[config.mk]
export PLATFORM = sky130hd
export DESIGN_NAME = inc_dec_loop_bit_ops_unit
export DESIGN_NICKNAME = d
export VERILOG_FILES = /design/src/hw/bit_unit_pkg.sv /design/src/hw/bit_addr_decode.sv /design/src/hw/inc_dec_loop_bit_ops_unit.sv
export SDC_FILE = /design/constraint.sdc
export NUM_CORES = 1
export LEC_CHECK = 0
export BUFFER_PORTS_ARGS = -buffer_cell sky130_fd_sc_hd__buf_4
export CAP_MARGIN = 20
export CORE_MARGIN = 5
export CORE_UTILIZATION = 53
export CTS_BUF_LIST = sky130_fd_sc_hd__clkbuf_2 sky130_fd_sc_hd__clkbuf_4 sky130_fd_sc_hd__clkbuf_8
export DETAILED_ROUTE_END_ITERATION = 8
export PLACE_DENSITY = 0.79
export SLEW_MARGIN = 20
export SYNTH_ARGS = -nofsm -noshare
export SYNTH_HDL_FRONTEND = slang
export SYNTH_SLANG_ARGS = --single-unit
[constraint.sdc]
create_clock -name clk_sys -period 3.6 [get_ports clk_sys]
set_clock_uncertainty 0.2 [all_clocks]
set_input_delay 0.9 -clock clk_sys [delete_from_list [all_inputs] [get_ports clk_sys]]
set_output_delay 0.9 -clock clk_sys [all_outputs]
set_load 0.005 [all_outputs]
[src/hw/bit_unit_pkg.sv]
// constants, commands and carriers for the increment, loop and bit unit
// assumes a single core clock and a sequencer that issues one op at a time
package bit_unit_pkg;
   localparam logic [7:0] BYTE_ONE       = 8'h01;
   localparam logic [7:0] BYTE_ZERO      = 8'h00;
   localparam logic [7:0] USER_BIT_BASE  = 8'h20;
   localparam int         SFR_BIT_FLAG   = 7;
   localparam int         BIT_POS_W      = 3;
   localparam int         ACC_SEL_IDX    = 8;
   localparam logic [7:0] TIMER_CTRL_ADR = 8'h88;
   localparam int         TIMER1_RUN_POS = 6;
   localparam logic [7:0] PORT0_ADR      = 8'h80;

   // operation codes issued by the sequencer
   typedef enum logic [3:0] {
      OP_NONE,
      OP_INCREMENT,
      OP_DECREMENT,
      OP_DEC_BRANCH_NZ,
      OP_BIT_SET,
      OP_BIT_CLEAR,
      OP_BIT_COMPLEMENT,
      OP_CARRY_SET,
      OP_CARRY_CLEAR,
      OP_CARRY_COMPLEMENT,
      OP_ACC_CLEAR,
      OP_ACC_INVERT,
      OP_MOVE_BIT_TO_CARRY,
      OP_MOVE_CARRY_TO_BIT
   } op_e;

   // operand location for byte operations
   typedef enum logic [1:0] {
      LOC_ACC,
      LOC_WORK_REG,
      LOC_DIRECT
   } loc_e;

   // request from the sequencer
   typedef struct packed {
      op_e        op;
      loc_e       loc;
      logic [7:0] addr;   // byte address, or bit address for bit ops
   } req_s;

   // one byte write toward ram or sfr space
   typedef struct packed {
      logic       en;
      logic       is_sfr;
      logic [7:0] addr;
      logic [7:0] data;
   } wr_s;
endpackage

[src/hw/bit_addr_decode.sv]
// bit address decoder: maps a bit number onto a byte address and position
// assumes bit numbers below 0x80 are ram user bits, the rest sfr bits
module bit_addr_decode
   import bit_unit_pkg::*;
(
   // clock and reset
   input  wire logic                 clk_sys,
   input  wire logic                 rst,
   // bit address in
   input  wire logic [7:0]           bit_addr,
   // decoded location, registered
   output logic                      is_sfr_q,
   output logic [7:0]                byte_addr_q,
   output logic [BIT_POS_W-1:0]      bit_pos_q
);
   // registered so the byte read can be issued from a stable address
   always_ff @(posedge clk_sys) begin
      if (rst) begin
         is_sfr_q    <= 1'b0;
         byte_addr_q <= BYTE_ZERO;
         bit_pos_q   <= '0;
      end else begin
         is_sfr_q  <= bit_addr[SFR_BIT_FLAG];
         bit_pos_q <= bit_addr[BIT_POS_W-1:0];
         if (bit_addr[SFR_BIT_FLAG]) begin
            // sfr whose address is divisible by eight
            byte_addr_q <= {bit_addr[7:BIT_POS_W], {BIT_POS_W{1'b0}}};
         end else begin
            // user bit n lives in byte 0x20 + n/8
            byte_addr_q <= USER_BIT_BASE
                         + {4'h0, bit_addr[6:BIT_POS_W]};
         end
      end
   end
endmodule

[src/hw/inc_dec_loop_bit_ops_unit.sv]
// execution datapath for increment, decrement, loop and bit operations
// assumes a sequencer issuing one request when idle and memory that
// answers a byte read one cycle after the read strobe
//
// Overview of operation
// - increment adds one to the byte, 255 wraps to zero.
// - decrement subtracts one, zero wraps to 255.
// - increment and decrement leave every flag, carry included, untouched.
// - byte ops work on accumulator, working registers and direct addresses.
// - loop op decrements its register, branches if the new value nonzero.
// - loop body runs as many times as the initial counter value, 256 times for zero.
// - bits 0x00-0x7F map to ram bytes 0x20-0x2F, bit n mod 8.
// - bits 0x80-0xFF select bits of sfrs at addresses divisible by eight.
// - bit 0x80 is bit 0 of the first port latch at 0x80.
// - bit set writes one to a user bit or an sfr bit, never to carry.
// - bit clear writes zero using the same addressing.
// - bit complement inverts the addressed bit.
// - carry set is its own op with no bit address.
// - accumulator clear loads zero into all eight bits.
// - accumulator invert flips all eight bits.
// - bit moves only between carry and an addressable bit.
// - timer1 run bit is bit 6 of timer control at 0x88.
module inc_dec_loop_bit_ops_unit
   import bit_unit_pkg::*;
(
   // clock and reset
   input  wire logic        clk_sys,
   input  wire logic        rst,
   // request from sequencer
   input  wire logic        req_valid,
   input  wire req_s        req,
   output logic             busy_q,
   output logic             done_q,
   output logic             branch_taken_q,
   // working register and accumulator values from the register file
   input  wire logic [7:0]  acc_in,
   input  wire logic [7:0]  work_reg_in,
   // byte read port toward ram and sfr space
   output logic             rd_en_q,
   output logic             rd_is_sfr_q,
   output logic [7:0]       rd_addr_q,
   input  wire logic [7:0]  rd_data,
   // byte write port toward ram and sfr space
   output wr_s              wr_q,
   // register file write backs
   output logic             acc_wr_q,
   output logic [7:0]       acc_wdata_q,
   output logic             work_reg_wr_q,
   output logic [7:0]       work_reg_wdata_q,
   // carry flag, held here
   output logic             carry_q,
   // timer1 run level as last written through the bit or direct byte path
   output logic             timer1_run_q
);
   typedef enum logic [2:0] {
      ST_IDLE,
      ST_DECODE,
      ST_READ,
      ST_WAIT,
      ST_WRITE
   } state_e;

   state_e               state_q;
   req_s                 req_q;
   logic                 is_sfr;
   logic [7:0]           byte_addr;
   logic [BIT_POS_W-1:0] bit_pos;
   logic [7:0]           src_byte;
   logic [7:0]           new_byte;
   logic                 old_bit;
   logic                 new_bit;
   logic                 is_bit_op;
   logic                 is_byte_op;
   logic                 bit_to_carry;

   bit_addr_decode u_decode (
      .clk_sys     (clk_sys),
      .rst         (rst),
      .bit_addr    (req_q.addr),
      .is_sfr_q    (is_sfr),
      .byte_addr_q (byte_addr),
      .bit_pos_q   (bit_pos)
   );

   // operation classes
   assign is_byte_op = (req_q.op == OP_INCREMENT)
                     || (req_q.op == OP_DECREMENT)
                     || (req_q.op == OP_DEC_BRANCH_NZ);
   assign is_bit_op  = (req_q.op == OP_BIT_SET)
                     || (req_q.op == OP_BIT_CLEAR)
                     || (req_q.op == OP_BIT_COMPLEMENT)
                     || (req_q.op == OP_MOVE_BIT_TO_CARRY)
                     || (req_q.op == OP_MOVE_CARRY_TO_BIT);
   // a bit move has carry on one side always, never bit to bit
   assign bit_to_carry = (req_q.op == OP_MOVE_BIT_TO_CARRY);

   // operand byte for byte ops
   always_comb begin
      case (req_q.loc)
         LOC_ACC:      src_byte = acc_in;
         LOC_WORK_REG: src_byte = work_reg_in;
         default:      src_byte = rd_data;
      endcase
   end

   // new byte value, wraps naturally at eight bits
   always_comb begin
      new_byte = src_byte;
      old_bit  = rd_data[bit_pos];
      new_bit  = old_bit;
      case (req_q.op)
         OP_INCREMENT:         new_byte = src_byte + BYTE_ONE;
         OP_DECREMENT:         new_byte = src_byte - BYTE_ONE;
         OP_DEC_BRANCH_NZ:     new_byte = src_byte - BYTE_ONE;
         OP_BIT_SET:           new_bit  = 1'b1;
         OP_BIT_CLEAR:         new_bit  = 1'b0;
         OP_BIT_COMPLEMENT:    new_bit  = ~old_bit;
         OP_MOVE_CARRY_TO_BIT: new_bit  = carry_q;
         default:              new_bit  = old_bit;
      endcase
      if (is_bit_op) begin
         // read-modify-write keeps the other seven bits
         new_byte          = rd_data;
         new_byte[bit_pos] = new_bit;
      end
   end

   // sequencer state
   always_ff @(posedge clk_sys) begin
      if (rst) begin
         state_q <= ST_IDLE;
         req_q   <= '0;
      end else begin
         case (state_q)
            ST_IDLE: begin
               if (req_valid) begin
                  req_q   <= req;
                  state_q <= ST_DECODE;
               end
            end
            ST_DECODE: begin
               // direct bytes and bits need memory; others finish now
               if (is_bit_op || (is_byte_op && req_q.loc == LOC_DIRECT)) begin
                  state_q <= ST_READ;
               end else begin
                  state_q <= ST_IDLE;
               end
            end
            ST_READ:  state_q <= ST_WAIT;
            ST_WAIT:  state_q <= ST_WRITE;
            default:  state_q <= ST_IDLE;
         endcase
      end
   end

   // busy and done strobes
   always_ff @(posedge clk_sys) begin
      if (rst) begin
         busy_q <= 1'b0;
         done_q <= 1'b0;
      end else begin
         busy_q <= (state_q == ST_IDLE) ? req_valid : 1'b1;
         done_q <= 1'b0;
         if (state_q == ST_WRITE) begin
            busy_q <= 1'b0;
            done_q <= 1'b1;
         end else if (state_q == ST_DECODE
                      && !(is_bit_op
                      || (is_byte_op && req_q.loc == LOC_DIRECT))) begin
            busy_q <= 1'b0;
            done_q <= 1'b1;
         end
      end
   end

   // byte read strobe, one cycle wide
   always_ff @(posedge clk_sys) begin
      if (rst) begin
         rd_en_q     <= 1'b0;
         rd_is_sfr_q <= 1'b0;
         rd_addr_q   <= BYTE_ZERO;
      end else begin
         rd_en_q <= 1'b0;
         if (state_q == ST_READ) begin
            rd_en_q <= 1'b1;
            if (is_bit_op) begin
               rd_is_sfr_q <= is_sfr;
               rd_addr_q   <= byte_addr;
            end else begin
               // direct byte: upper half is sfr space
               rd_is_sfr_q <= req_q.addr[SFR_BIT_FLAG];
               rd_addr_q   <= req_q.addr;
            end
         end
      end
   end

   // memory write back, skipped when the bit is only copied to carry
   always_ff @(posedge clk_sys) begin
      if (rst) begin
         wr_q <= '0;
      end else begin
         wr_q.en <= 1'b0;
         if (state_q == ST_WRITE && !bit_to_carry) begin
            wr_q.en     <= 1'b1;
            wr_q.is_sfr <= rd_is_sfr_q;
            wr_q.addr   <= rd_addr_q;
            wr_q.data   <= new_byte;
         end
      end
   end

   // accumulator write back
   always_ff @(posedge clk_sys) begin
      if (rst) begin
         acc_wr_q    <= 1'b0;
         acc_wdata_q <= BYTE_ZERO;
      end else begin
         acc_wr_q <= 1'b0;
         if (state_q == ST_DECODE) begin
            if (req_q.op == OP_ACC_CLEAR) begin
               acc_wr_q    <= 1'b1;
               acc_wdata_q <= BYTE_ZERO;
            end else if (req_q.op == OP_ACC_INVERT) begin
               acc_wr_q    <= 1'b1;
               acc_wdata_q <= ~acc_in;
            end else if (is_byte_op && req_q.loc == LOC_ACC) begin
               acc_wr_q    <= 1'b1;
               acc_wdata_q <= new_byte;
            end
         end
      end
   end

   // working register write back and loop branch decision
   always_ff @(posedge clk_sys) begin
      if (rst) begin
         work_reg_wr_q    <= 1'b0;
         work_reg_wdata_q <= BYTE_ZERO;
         branch_taken_q   <= 1'b0;
      end else begin
         work_reg_wr_q <= 1'b0;
         if (state_q == ST_DECODE || state_q == ST_WRITE) begin
            branch_taken_q <= 1'b0;
         end
         if (state_q == ST_DECODE && is_byte_op
             && req_q.loc == LOC_WORK_REG) begin
            work_reg_wr_q    <= 1'b1;
            work_reg_wdata_q <= new_byte;
         end
         // decrement first, then test the new value; zero falls through
         if (req_q.op == OP_DEC_BRANCH_NZ
             && ((state_q == ST_DECODE && req_q.loc != LOC_DIRECT)
             || state_q == ST_WRITE)) begin
            branch_taken_q <= (new_byte != BYTE_ZERO);
         end
      end
   end

   // carry flag; byte ops never reach it, wrap or not
   always_ff @(posedge clk_sys) begin
      if (rst) begin
         carry_q <= 1'b0;
      end else if (state_q == ST_DECODE) begin
         case (req_q.op)
            OP_CARRY_SET:        carry_q <= 1'b1;
            OP_CARRY_CLEAR:      carry_q <= 1'b0;
            OP_CARRY_COMPLEMENT: carry_q <= ~carry_q;
            default:             carry_q <= carry_q;
         endcase
      end else if (state_q == ST_WRITE && bit_to_carry) begin
         carry_q <= old_bit;
      end
   end

   // timer1 run tracks writes landing on the timer control byte
   always_ff @(posedge clk_sys) begin
      if (rst) begin
         timer1_run_q <= 1'b0;
      end else if (state_q == ST_WRITE && !bit_to_carry && rd_is_sfr_q
                   && rd_addr_q == TIMER_CTRL_ADR) begin
         timer1_run_q <= new_byte[TIMER1_RUN_POS];
      end
   end
endmodule

* Word level (Yosys, flattened, before mapping)
Index checks and enable logic that the tools add are counted.
Cells by class: bitwise gates (word level) 4, equality and inequality tests 23, order comparisons 2, add/subtract/negate cells 3, reduce and logical (&&, ||, !) cells 36, muxes and demuxes 32
Operators by type and width (number):
- $mux 8 | 6
- $pmux 8 s2 | 2
- $eq 4x4->1 const B | 6
- $mux 18 | 1
- $eq 4x3->1 const B | 4
- $mux 1 | 15
- $logic_and 1x1->1 | 12
- $pmux 3 s4 | 1
- $logic_or 1x1->1 | 9
- $add 8x1->8 const B | 1
- $bwmux 8 | 1
- $eq 4x2->1 const B | 2
- $eq 8x8->1 const B | 1
- $not 8->8 | 1
- $reduce_bool 8->1 | 1
- $sub 8x1->8 const B | 1
- $add 6x4->7 const A | 1
- $eq 3x2->1 const B | 2
- $reduce_and 2->1 | 3
- $reduce_or 2->1 | 3
- $eq 4x1->1 const B | 1
- $lt 3x4->1 const B | 1
- $ne 2x2->1 const B | 2
- $ne 4x1->1 const B | 1
- 18 further kinds | 22
Storage, ports and cells: input bits 41, output and inout port bits 51, flip-flop bits (word level) 80

* Depth between registers and ports, before layout
Gate-level depths: netlist of run 1.
word-level depth 10, mapped depth 13, gate-level depth less buffers 11

* By module
Synthesis of run 1 repeated with hierarchy kept, for this count alone.
Unflattened totals: cell total of the unflattened synthesis 484, area total of the unflattened synthesis 4103.9 sq um
By module, submodules not included:
- inc_dec_loop_bit_ops_unit | cells each 458, times used 1, area each 3792.4 sq um
- bit_addr_decode | cells each 26, times used 1, area each 311.5 sq um

* Least setup slack after synthesis of run 1
OpenSTA, ideal clock, no wires.
kind input to register, start point input work_reg_in[1], end point register branch_taken_q, stages on the path 11, arrival time 2964 ps, data required time 3280 ps, setup time 120 ps, path slack 316 ps, path buffers 0, cells stage by stage mux2i_1 o21ai_0 ha_1 nand4_1 o2111ai_1 a2111o_1 o311ai_1 xnor2_1 a22o_1 nand4b_1 o31a_1
On the way: cells in the longest elaborated chain, start to end 6
Ends and longest elaborated chain:
- from (decl) | line inc_dec_loop_bit_ops_unit.sv:37 | input wire logic [7:0] work_reg_in,
- $pmux 8 s2 (*) | line inc_dec_loop_bit_ops_unit.sv:99 | case (req_q.loc)
- $sub 8x1->8 / $add 8x1->8 (equally long branches) | line inc_dec_loop_bit_ops_unit.sv:113, inc_dec_loop_bit_ops_unit.sv:114, inc_dec_loop_bit_ops_unit.sv:112
- $pmux 8 s2 (*) | line inc_dec_loop_bit_ops_unit.sv:111 | case (req_q.op)
- $mux 8 (*) | line inc_dec_loop_bit_ops_unit.sv:121 | if (is_bit_op) begin
- $reduce_bool 8->1 (*) | line inc_dec_loop_bit_ops_unit.sv:255 | branch_taken_q <= (new_byte != BYTE_ZERO);
- $mux 1 (*) | line inc_dec_loop_bit_ops_unit.sv:252 | if (req_q.op == OP_DEC_BRANCH_NZ
- to (signal assigned) | line inc_dec_loop_bit_ops_unit.sv:255
- to (decl) | line inc_dec_loop_bit_ops_unit.sv:34 | output logic branch_taken_q,
Every way passes the cells marked *; elsewhere a longest branch is shown, timed or not. A chain may end at the register's enable or synchronous reset.

* Final worst setup path of run 1
start point register req_q[9] in the netlist's numbering, end point register branch_taken_q
On the way: cells in the longest elaborated chain, start to end 7
Ends and longest elaborated chain:
- from (decl) | line inc_dec_loop_bit_ops_unit.sv:64 | req_s req_q;
- from (signal assigned) | line inc_dec_loop_bit_ops_unit.sv:137 | req_q <= req;
- $eq 2x1->1 / $logic_not 2->1 (equally long branches) | line inc_dec_loop_bit_ops_unit.sv:99
- $pmux 8 s2 | line inc_dec_loop_bit_ops_unit.sv:99
- $sub 8x1->8 / $add 8x1->8 (equally long branches) | line inc_dec_loop_bit_ops_unit.sv:113, inc_dec_loop_bit_ops_unit.sv:114, inc_dec_loop_bit_ops_unit.sv:112
- $pmux 8 s2 | line inc_dec_loop_bit_ops_unit.sv:111
- $mux 8 | line inc_dec_loop_bit_ops_unit.sv:121
- $reduce_bool 8->1 | line inc_dec_loop_bit_ops_unit.sv:255
- $mux 1 | line inc_dec_loop_bit_ops_unit.sv:252
Parallel ways exist; a longest one is shown, timed or not.

==> flow_summary_export.csv, run 1 <==
group,metric,value,unit
status,outcome,"complete, no violations",
grt,grt_first_pass_wirelength,16700,µm
clock_network,clock_pin_slew_of_the_registers_on_the_worst_case_setup_and_hold_paths,0.09,ns
floorplanning,start_util,0.539,
cells_and_area,regArea,0.00154,mm²
clock_network,insertion_delay,0.35,ns
grt,global_route.overflow_total,0,
clock_network,cts-buffers-inserted,9,
grt,grt.met1_usage,0.319,
floorplanning,design.core.area,0.00721,mm²
yosys,async_reset_ff_frac,0,
pwr,p_per_area,396,mW/mm²
critical_path,reg2regPathDepth,10,
clock_network,cts_setup_buffers,0,
critical_path,setup.worst_path.class,"reg2reg",
place,globalplace.congestion,1.01,
critical_path,crit_end,"branch_taken_q$_SDFFE_PP0P_",
clock_network,tritoncts_clock_tree,"done",
clock_network,ctsLongestPathBuffers,2,
clock_network,post_cts_resize_count,0,
sta,period_minus_slack,3.40,ns
sta,post-route-period-util,0.944,
detailed_routing,drc,0,
yosys,synth_edf_count,0,
job,maxCapViolCount,0,
detailed_routing,post_drt_via_cell_ratio,5.66,
yosys,yosys_warnings,0,
yosys,synth.avg_cell_area,8.00,µm²
critical_path,cp-startpoint,"req_q[9]$_SDFFE_PP0P_",
yosys,syn-num-nets,534,
place,port_buffers,91,
cells_and_area,post_route_cells_drive_above_1_share,0.233,
clock_network,cts_root_buffer,"clkbuf_8",
cells_and_area,area_growth_syn_to_layout,25.1,%
critical_path,critical_path.max_fanout,16,
floorplanning,rows,31,
grt,vias_in_the_first_global_route,3463,
sta,timing.slew.headroom,0.351,
clock_network,cts_hold_buf,0,
sta,timing.final.setup_violations,0,
hold_path,min_path_type,"reg2reg",
critical_path,setup.reg_to_reg.worst_slack,0.20,ns
yosys,yosys.cell_types.count,65,
grt,grt.met2_usage,0.363,
critical_path,crit-reg2reg-capture,"branch_taken_q$_SDFFE_PP0P_",
detailed_routing,antenna_violating_nets_post_route,0,
yosys,ys_ff_latch,77,
cells_and_area,antenna_cells,0,
detailed_routing,drt_first_iter_violations,280,
sta,finalHoldViolations,0,
critical_path,worst_r2r_startpoint,"req_q[9]$_SDFFE_PP0P_",
pwr,irDropWorstVdd,0.264,mV
yosys,syn-cell-area,0.00389,mm²
sta,grt_setup_unrepaired,"false",
yosys,synthCells,486,
yosys,synth_flop_cell,"dfxtp_1",
clock_network,ctsHtreeMaxLevel,3,
cells_and_area,final.fill_count,643,
sta,max_freq,0.294,GHz
floorplanning,io_pins,92,
critical_path,critPathCaptureType,"flop",
detailed_routing,first_pass_iters,5,
grt,gr-usage-met3,0.0505,
sta,setup_total_negative_slack,0,ns
place,dpl.hpwl,7950,µm
floorplanning,dieWidth,95.7,µm
cells_and_area,multi_input_area,0.00218,mm²
detailed_routing,dr_total_vias,3809,
yosys,synth_sequential_area_ratio,0.396,
detailed_routing,detail_route.wl_per_cell,15.8,µm
sta,worst-slew-pin-transition,0.970,ns
detailed_routing,drt-total-wl,10600,µm
critical_path,cp.required,3.63,ns
sta,timing.final.max_slew_violations,0,
critical_path,worst_ep_arrival_time,3.43,ns
grt,busiest_layer,"met2",
critical_path,start_kind,"flop",
cells_and_area,final_util,0.674,
grt,grtUsageTotal,0.233,
grt,antenna_violations_before_repair,0,
pwr,total_power_consumption,1.92,mW
grt,grt_start_max_net_pins,66,
pwr,power.static_leakage,1.95,nW
cells_and_area,layout.nets,617,
floorplanning,dieArea,0.00915,mm²
floorplanning,die_y,95.7,µm
clock_network,cts_num_sinks,77,
[routing by layer]
| layer | wire length [µm] | vias up |
|---|---|---|
| met5 | 0 | - |
| met4 | 204 | 0 |
| met3 | 825 | 25 |
| met2 | 4800 | 184 |
| met1 | 4770 | 1726 |
| li1 | - | 1874 |
[Yosys cell counts (3+ instances only)]
cell type  number  area share
buf_4           3      0.0058
ha_1            6       0.019
nand3_1         8       0.010
o21ai_1         5      0.0064
o211ai_1        3      0.0058
nor2b_1        12       0.019
a31oi_1         4      0.0064
nor4_1          4      0.0064
a311oi_1        9       0.020
and2_1          5      0.0080
o21ai_0        17       0.022
o21a_1          3      0.0058
a22o_1          5       0.011
a211oi_1       10       0.019
nor2_1         48       0.046
buf_1           3      0.0029
clkbuf_1       24       0.023
dfxtp_1        77        0.40
nor3_1         14       0.018
inv_1           9      0.0087
a21oi_1        37       0.048
xnor2_1         5       0.011
nand2b_1        9       0.014
nor4bb_1        3      0.0077
o311ai_1        3      0.0068
nor3b_1         3      0.0058
nand2_1        96       0.093
mux2i_1        18       0.046
[power by group]
| group | switching (mW) | internal [mW] |
|---|---|---|
| logic | 0.201 | 0.154 |
| clock network | 0.335 | 0.334 |
| registers | 0.0268 | 0.874 |
| total | 0.563 | 1.36 |
[stage by stage]
step | hold slack [ns] | area [µm²] | std cells | setup WS (ns)
detailed placement | 0.247 | 4660 | 657 | -0.0521
global route | 0.285 | 4860 | 673 | 0.0140
floorplan | 0.240 | 3890 | 486 | 0.316
finish | 0.260 | 4860 | 673 | 0.201
CTS | 0.259 | 4860 | 673 | 0.243
global placement | 0.243 | 4660 | 657 | 0.0525
[worst min path at each step]
stage | from | to | slack, ns | cells past startpoint
2_1_floorplan | u_decode.byte_addr_q[3]$_SDFF_PP0_ | rd_addr_q[3]$_SDFFE_PP0P_ | 0.24 | 2
3_3_place_gp | wr_q[11]$_SDFFE_PP0P_ | wr_q[11]$_SDFFE_PP0P_ | 0.24 | 2
3_5_place_dp | wr_q[11]$_SDFFE_PP0P_ | wr_q[11]$_SDFFE_PP0P_ | 0.25 | 2
4_1_cts | wr_q[11]$_SDFFE_PP0P_ | wr_q[11]$_SDFFE_PP0P_ | 0.26 | 2
5_1_grt | u_decode.byte_addr_q[0]$_SDFF_PP0_ | rd_addr_q[0]$_SDFFE_PP0P_ | 0.28 | 2
6_report | wr_q[11]$_SDFFE_PP0P_ | wr_q[11]$_SDFFE_PP0P_ | 0.26 | 2
[critical path, stage by stage, from the launching register on]
cell,delay [ns]
dfxtp_1,0.71
o21ai_0,0.33
ha_1,0.38
nand3b_1,0.09
o2111ai_1,0.27
nand2_1,0.14
o311ai_1,0.36
xnor2_1,0.20
a22o_1,0.21
nand4b_1,0.12
o31a_1,0.26
[registers in the layout, indices dropped and copies added (netlist names)]
signal	flops
carry_q	1
acc_wr_q	1
work_reg_wr_q	1
u_decode.bit_pos_q	3
busy_q	1
timer1_run_q	1
req_q	14
done_q	1
rd_is_sfr_q	1
rd_addr_q	7
branch_taken_q	1
u_decode.byte_addr_q	8
state_q	3
wr_q	17
rd_en_q	1
acc_wdata_q	8
work_reg_wdata_q	8
[layout by cell type (no fill, tap or decap), types with 2 or more instances in the layout]
| cell | count |
|---|---|
| and4b_1 | 2 |
| dfxtp_1 | 77 |
| nand4_1 | 2 |
| o311ai_1 | 3 |
| nor4_1 | 4 |
| a311oi_1 | 9 |
| a31oi_1 | 4 |
| nor2b_1 | 12 |
| nor2_1 | 48 |
| nand3_1 | 8 |
| o21a_1 | 3 |
| o31ai_1 | 2 |
| ha_1 | 6 |
| o211ai_1 | 3 |
| a21o_1 | 2 |
| nor3b_1 | 3 |
| and2_1 | 5 |
| buf_4 | 104 |
| a221oi_2 | 2 |
| nand2_1 | 96 |
| nor4bb_1 | 3 |
| a211oi_1 | 10 |
| xnor2_1 | 5 |
| o21ai_1 | 5 |
| o21ai_0 | 17 |
| nand2b_1 | 9 |
| nor3_1 | 14 |
| mux2i_1 | 18 |
| a22o_1 | 5 |
| clkinv_4 | 3 |
| a21oi_1 | 37 |
| clkbuf_8 | 9 |
| inv_1 | 9 |
[cell type report]
cell class                      instances  share of cell area
Multi-Input combinational cell        368               0.448
Sequential cell                        77               0.317
Timing Repair Buffer                  104               0.161
Clock buffer                           10              0.0270
Tap cell                               99              0.0255
Clock inverter                          6              0.0149
Inverter                                9             0.00695
[cell families (layout without fill, tap and decap cells)]
kind of cell | count (synthesis) | after routing | share of synthesized area
fa+ha+maj | 7 | 7 | 0.0245
compound gates | 115 | 115 | 0.203
flops | 77 | 77 | 0.396
xor+xnor | 6 | 6 | 0.0135
buf+inv | 41 | 129 | 0.0431
simple gates | 220 | 220 | 0.267
mux | 20 | 20 | 0.0531
(Power assumes the default switching activity.)
==> run 2, diff against run 1 <==
==> constraint.sdc (replaced) <==
create_clock -name clk_sys -period 3.78 [get_ports clk_sys]
set_clock_uncertainty 0.2 [all_clocks]
set_input_delay 0.945 -clock clk_sys [delete_from_list [all_inputs] [get_ports clk_sys]]
set_output_delay 0.945 -clock clk_sys [all_outputs]
set_load 0.005 [all_outputs]
==> flow_summary_export.csv, run 2 (synthesized netlist as in run 1, its figures left out) <==
group,metric,value,unit
cells_and_area,top_register,"wr_q",
pwr,internal_power,1.28,mW
critical_path,critPathCaptureType,"flop",
sta,worst-slew-pin-transition,0.982,ns
sta,timing.final.max_slew_violations,0,
pwr,comb_power_share,0.186,
grt,vias_in_the_first_global_route,3431,
cells_and_area,layout.cells.most_common_list,"buf_4 (102), nand2_1 (96), dfxtp_1 (77)",
grt,antenna_violations_before_repair,0,
floorplanning,start_util,0.539,
detailed_routing,drc,0,
critical_path,path_cells,"buf_4, mux2i_1, o21ai_0, ha_1, nor3_1, o2111ai_1, a2111o_1, o311ai_1, xnor2_1, a22o_1, nand4b_1, o31a_1",
detailed_routing,first_pass_iters,4,
clock_network,cts_hold_buf,0,
sta,setup_total_negative_slack,0,ns
cells_and_area,antenna_cells,0,
floorplanning,io_pins,92,
pwr,power.static_leakage,1.93,nW
sta,finalHoldViolations,0,
clock_network,ctsLongestPathBuffers,2,
detailed_routing,dr_total_vias,3760,
detailed_routing,antenna_violating_nets_post_route,0,
critical_path,start_kind,"flop",
place,port_buffers,91,
detailed_routing,drt-total-wl,10300,µm
critical_path,setup.worst_path.class,"reg2reg",
sta,post-route-period-util,0.896,
floorplanning,die_y,95.7,µm
floorplanning,dieWidth,95.7,µm
grt,grt_start_max_net_pins,53,
sta,grt_setup_unrepaired,"false",
cells_and_area,area_growth_syn_to_layout,24.3,%
critical_path,cp.required,3.81,ns
floorplanning,dieArea,0.00915,mm²
sta,period_minus_slack,3.39,ns
pwr,irDropWorstVdd,0.235,mV
detailed_routing,post_drt_via_cell_ratio,5.61,
critical_path,worst_ep_arrival_time,3.42,ns
critical_path,crit_path_max_incr_delay,0.51,ns
sta,timing.slew.headroom,0.343,
detailed_routing,drt_first_iter_violations,256,
pwr,p_sw,514,µW
floorplanning,rows,31,
critical_path,critical_path.max_fanout,5,
clock_network,cts_setup_buffers,0,
clock_network,ctsHtreeMaxLevel,3,
cells_and_area,layout.nets,615,
cells_and_area,most_common_cell_after_layout_fill_and_taps_aside,"buf_4",
clock_network,cts-buffers-inserted,9,
pwr,p_per_area,370,mW/mm²
pwr,share_of_total_power_in_sequential_cells,0.479,
job,maxCapViolCount,0,
sta,timing.final.setup_violations,0,
sta,max_freq,0.295,GHz
pwr,power.share.clock,0.336,
hold_path,min_path_type,"reg2reg",
detailed_routing,detail_route.wl_per_cell,15.4,µm
clock_network,cts_root_buffer,"clkbuf_8",
place,globalplace.congestion,0.997,
grt,global_route.overflow_total,0,
critical_path,slowest_stage,"dfxtp_1",
grt,grtUsageTotal,0.229,
clock_network,post_cts_resize_count,0,
clock_network,clock_pin_slew_of_the_registers_on_the_worst_case_setup_and_hold_paths,0.08,ns
status,outcome,"complete, no violations",
clock_network,cts_num_sinks,77,
clock_network,tritoncts_clock_tree,"done",
pwr,sw_frac_of_total,0.287,
cells_and_area,final_util,0.670,
grt,grt_first_pass_wirelength,16400,µm
place,dpl.hpwl,7910,µm
cells_and_area,largest_register_ffs,17,
cells_and_area,post_route_cells_drive_above_1_share,0.229,
cells_and_area,largestRegisters,"wr_q x17, req_q x14",
floorplanning,design.core.area,0.00721,mm²
clock_network,insertion_delay,0.34,ns
[run 2: cell count changes in the layout (fill, tap and decap cells not counted)]
cell	delta
buf_4	-2
clkbuf_4	-1
clkinv_2	+2
clkinv_4	-3
clkinvlp_4	+1
[run 2: layout make-up]
class                      instances  area [µm²]
clock buffer                       9         124
clock inverter                     6        63.8
fill                             649        2380
inverter                           9        33.8
multi-input combinational        368        2180
sequential                        77        1540
tap                               99         124
timing repair buffer             102         766
[run 2: worst paths after layout]
check        slack [ns]                     endpoint  cells after the start                                from
max                0.39  branch_taken_q$_SDFFE_PP0P_                     12               req_q[8]$_SDFFE_PP0P_
min reg2reg        0.26    rd_addr_q[4]$_SDFFE_PP0P_                      2  u_decode.byte_addr_q[4]$_SDFF_PP0_
min                0.26    rd_addr_q[4]$_SDFFE_PP0P_                      2  u_decode.byte_addr_q[4]$_SDFF_PP0_
max reg2reg        0.39  branch_taken_q$_SDFFE_PP0P_                     12               req_q[8]$_SDFFE_PP0P_
[run 2: worst max-delay path, delay by kind of cell (launching register included)]
family	cells	cell delay, ns
AOI/OAI and AO/OA	6	1.34
xor gates and xnor gates	1	0.19
adders and majority gates	1	0.28
buffers and inverters	1	0.21
DFF	1	0.51
muxes	1	0.22
and+or+nand+nor	2	0.32
[run 2: metrics by stage]
stage | power (mW) | instance area, µm² | std cells | setup WS [ns] | hold WS [ns]
global route | 1.87 | 4830 | 670 | 0.216 | 0.292
finish | 1.79 | 4830 | 670 | 0.393 | 0.259
floorplan | 1.09 | 3890 | 486 | 0.451 | 0.240
detailed placement | 1.20 | 4640 | 655 | 0.0851 | 0.252
CTS | 1.80 | 4830 | 670 | 0.420 | 0.261
global placement | 1.19 | 4640 | 655 | 0.135 | 0.245
[run 2: metal layers]
metal / vias up / part of all wire / global-route usage
met5: - / 0 / 0
met4: 0 / 0.025 / 0.0877
met3: 23 / 0.063 / 0.0442
met2: 148 / 0.45 / 0.357
met1: 1721 / 0.46 / 0.312
li1: 1868 / - / -
[run 2: power by group through the flow]
stage / Clock, mW / Sequential (mW) / Combinational [mW]
after floorplan: 0 / 0.864 / 0.224
after global placement: 0 / 0.874 / 0.319
after detailed placement: 0 / 0.875 / 0.326
after CTS: 0.614 / 0.856 / 0.328
after global routing: 0.650 / 0.860 / 0.363
final: 0.601 / 0.856 / 0.332
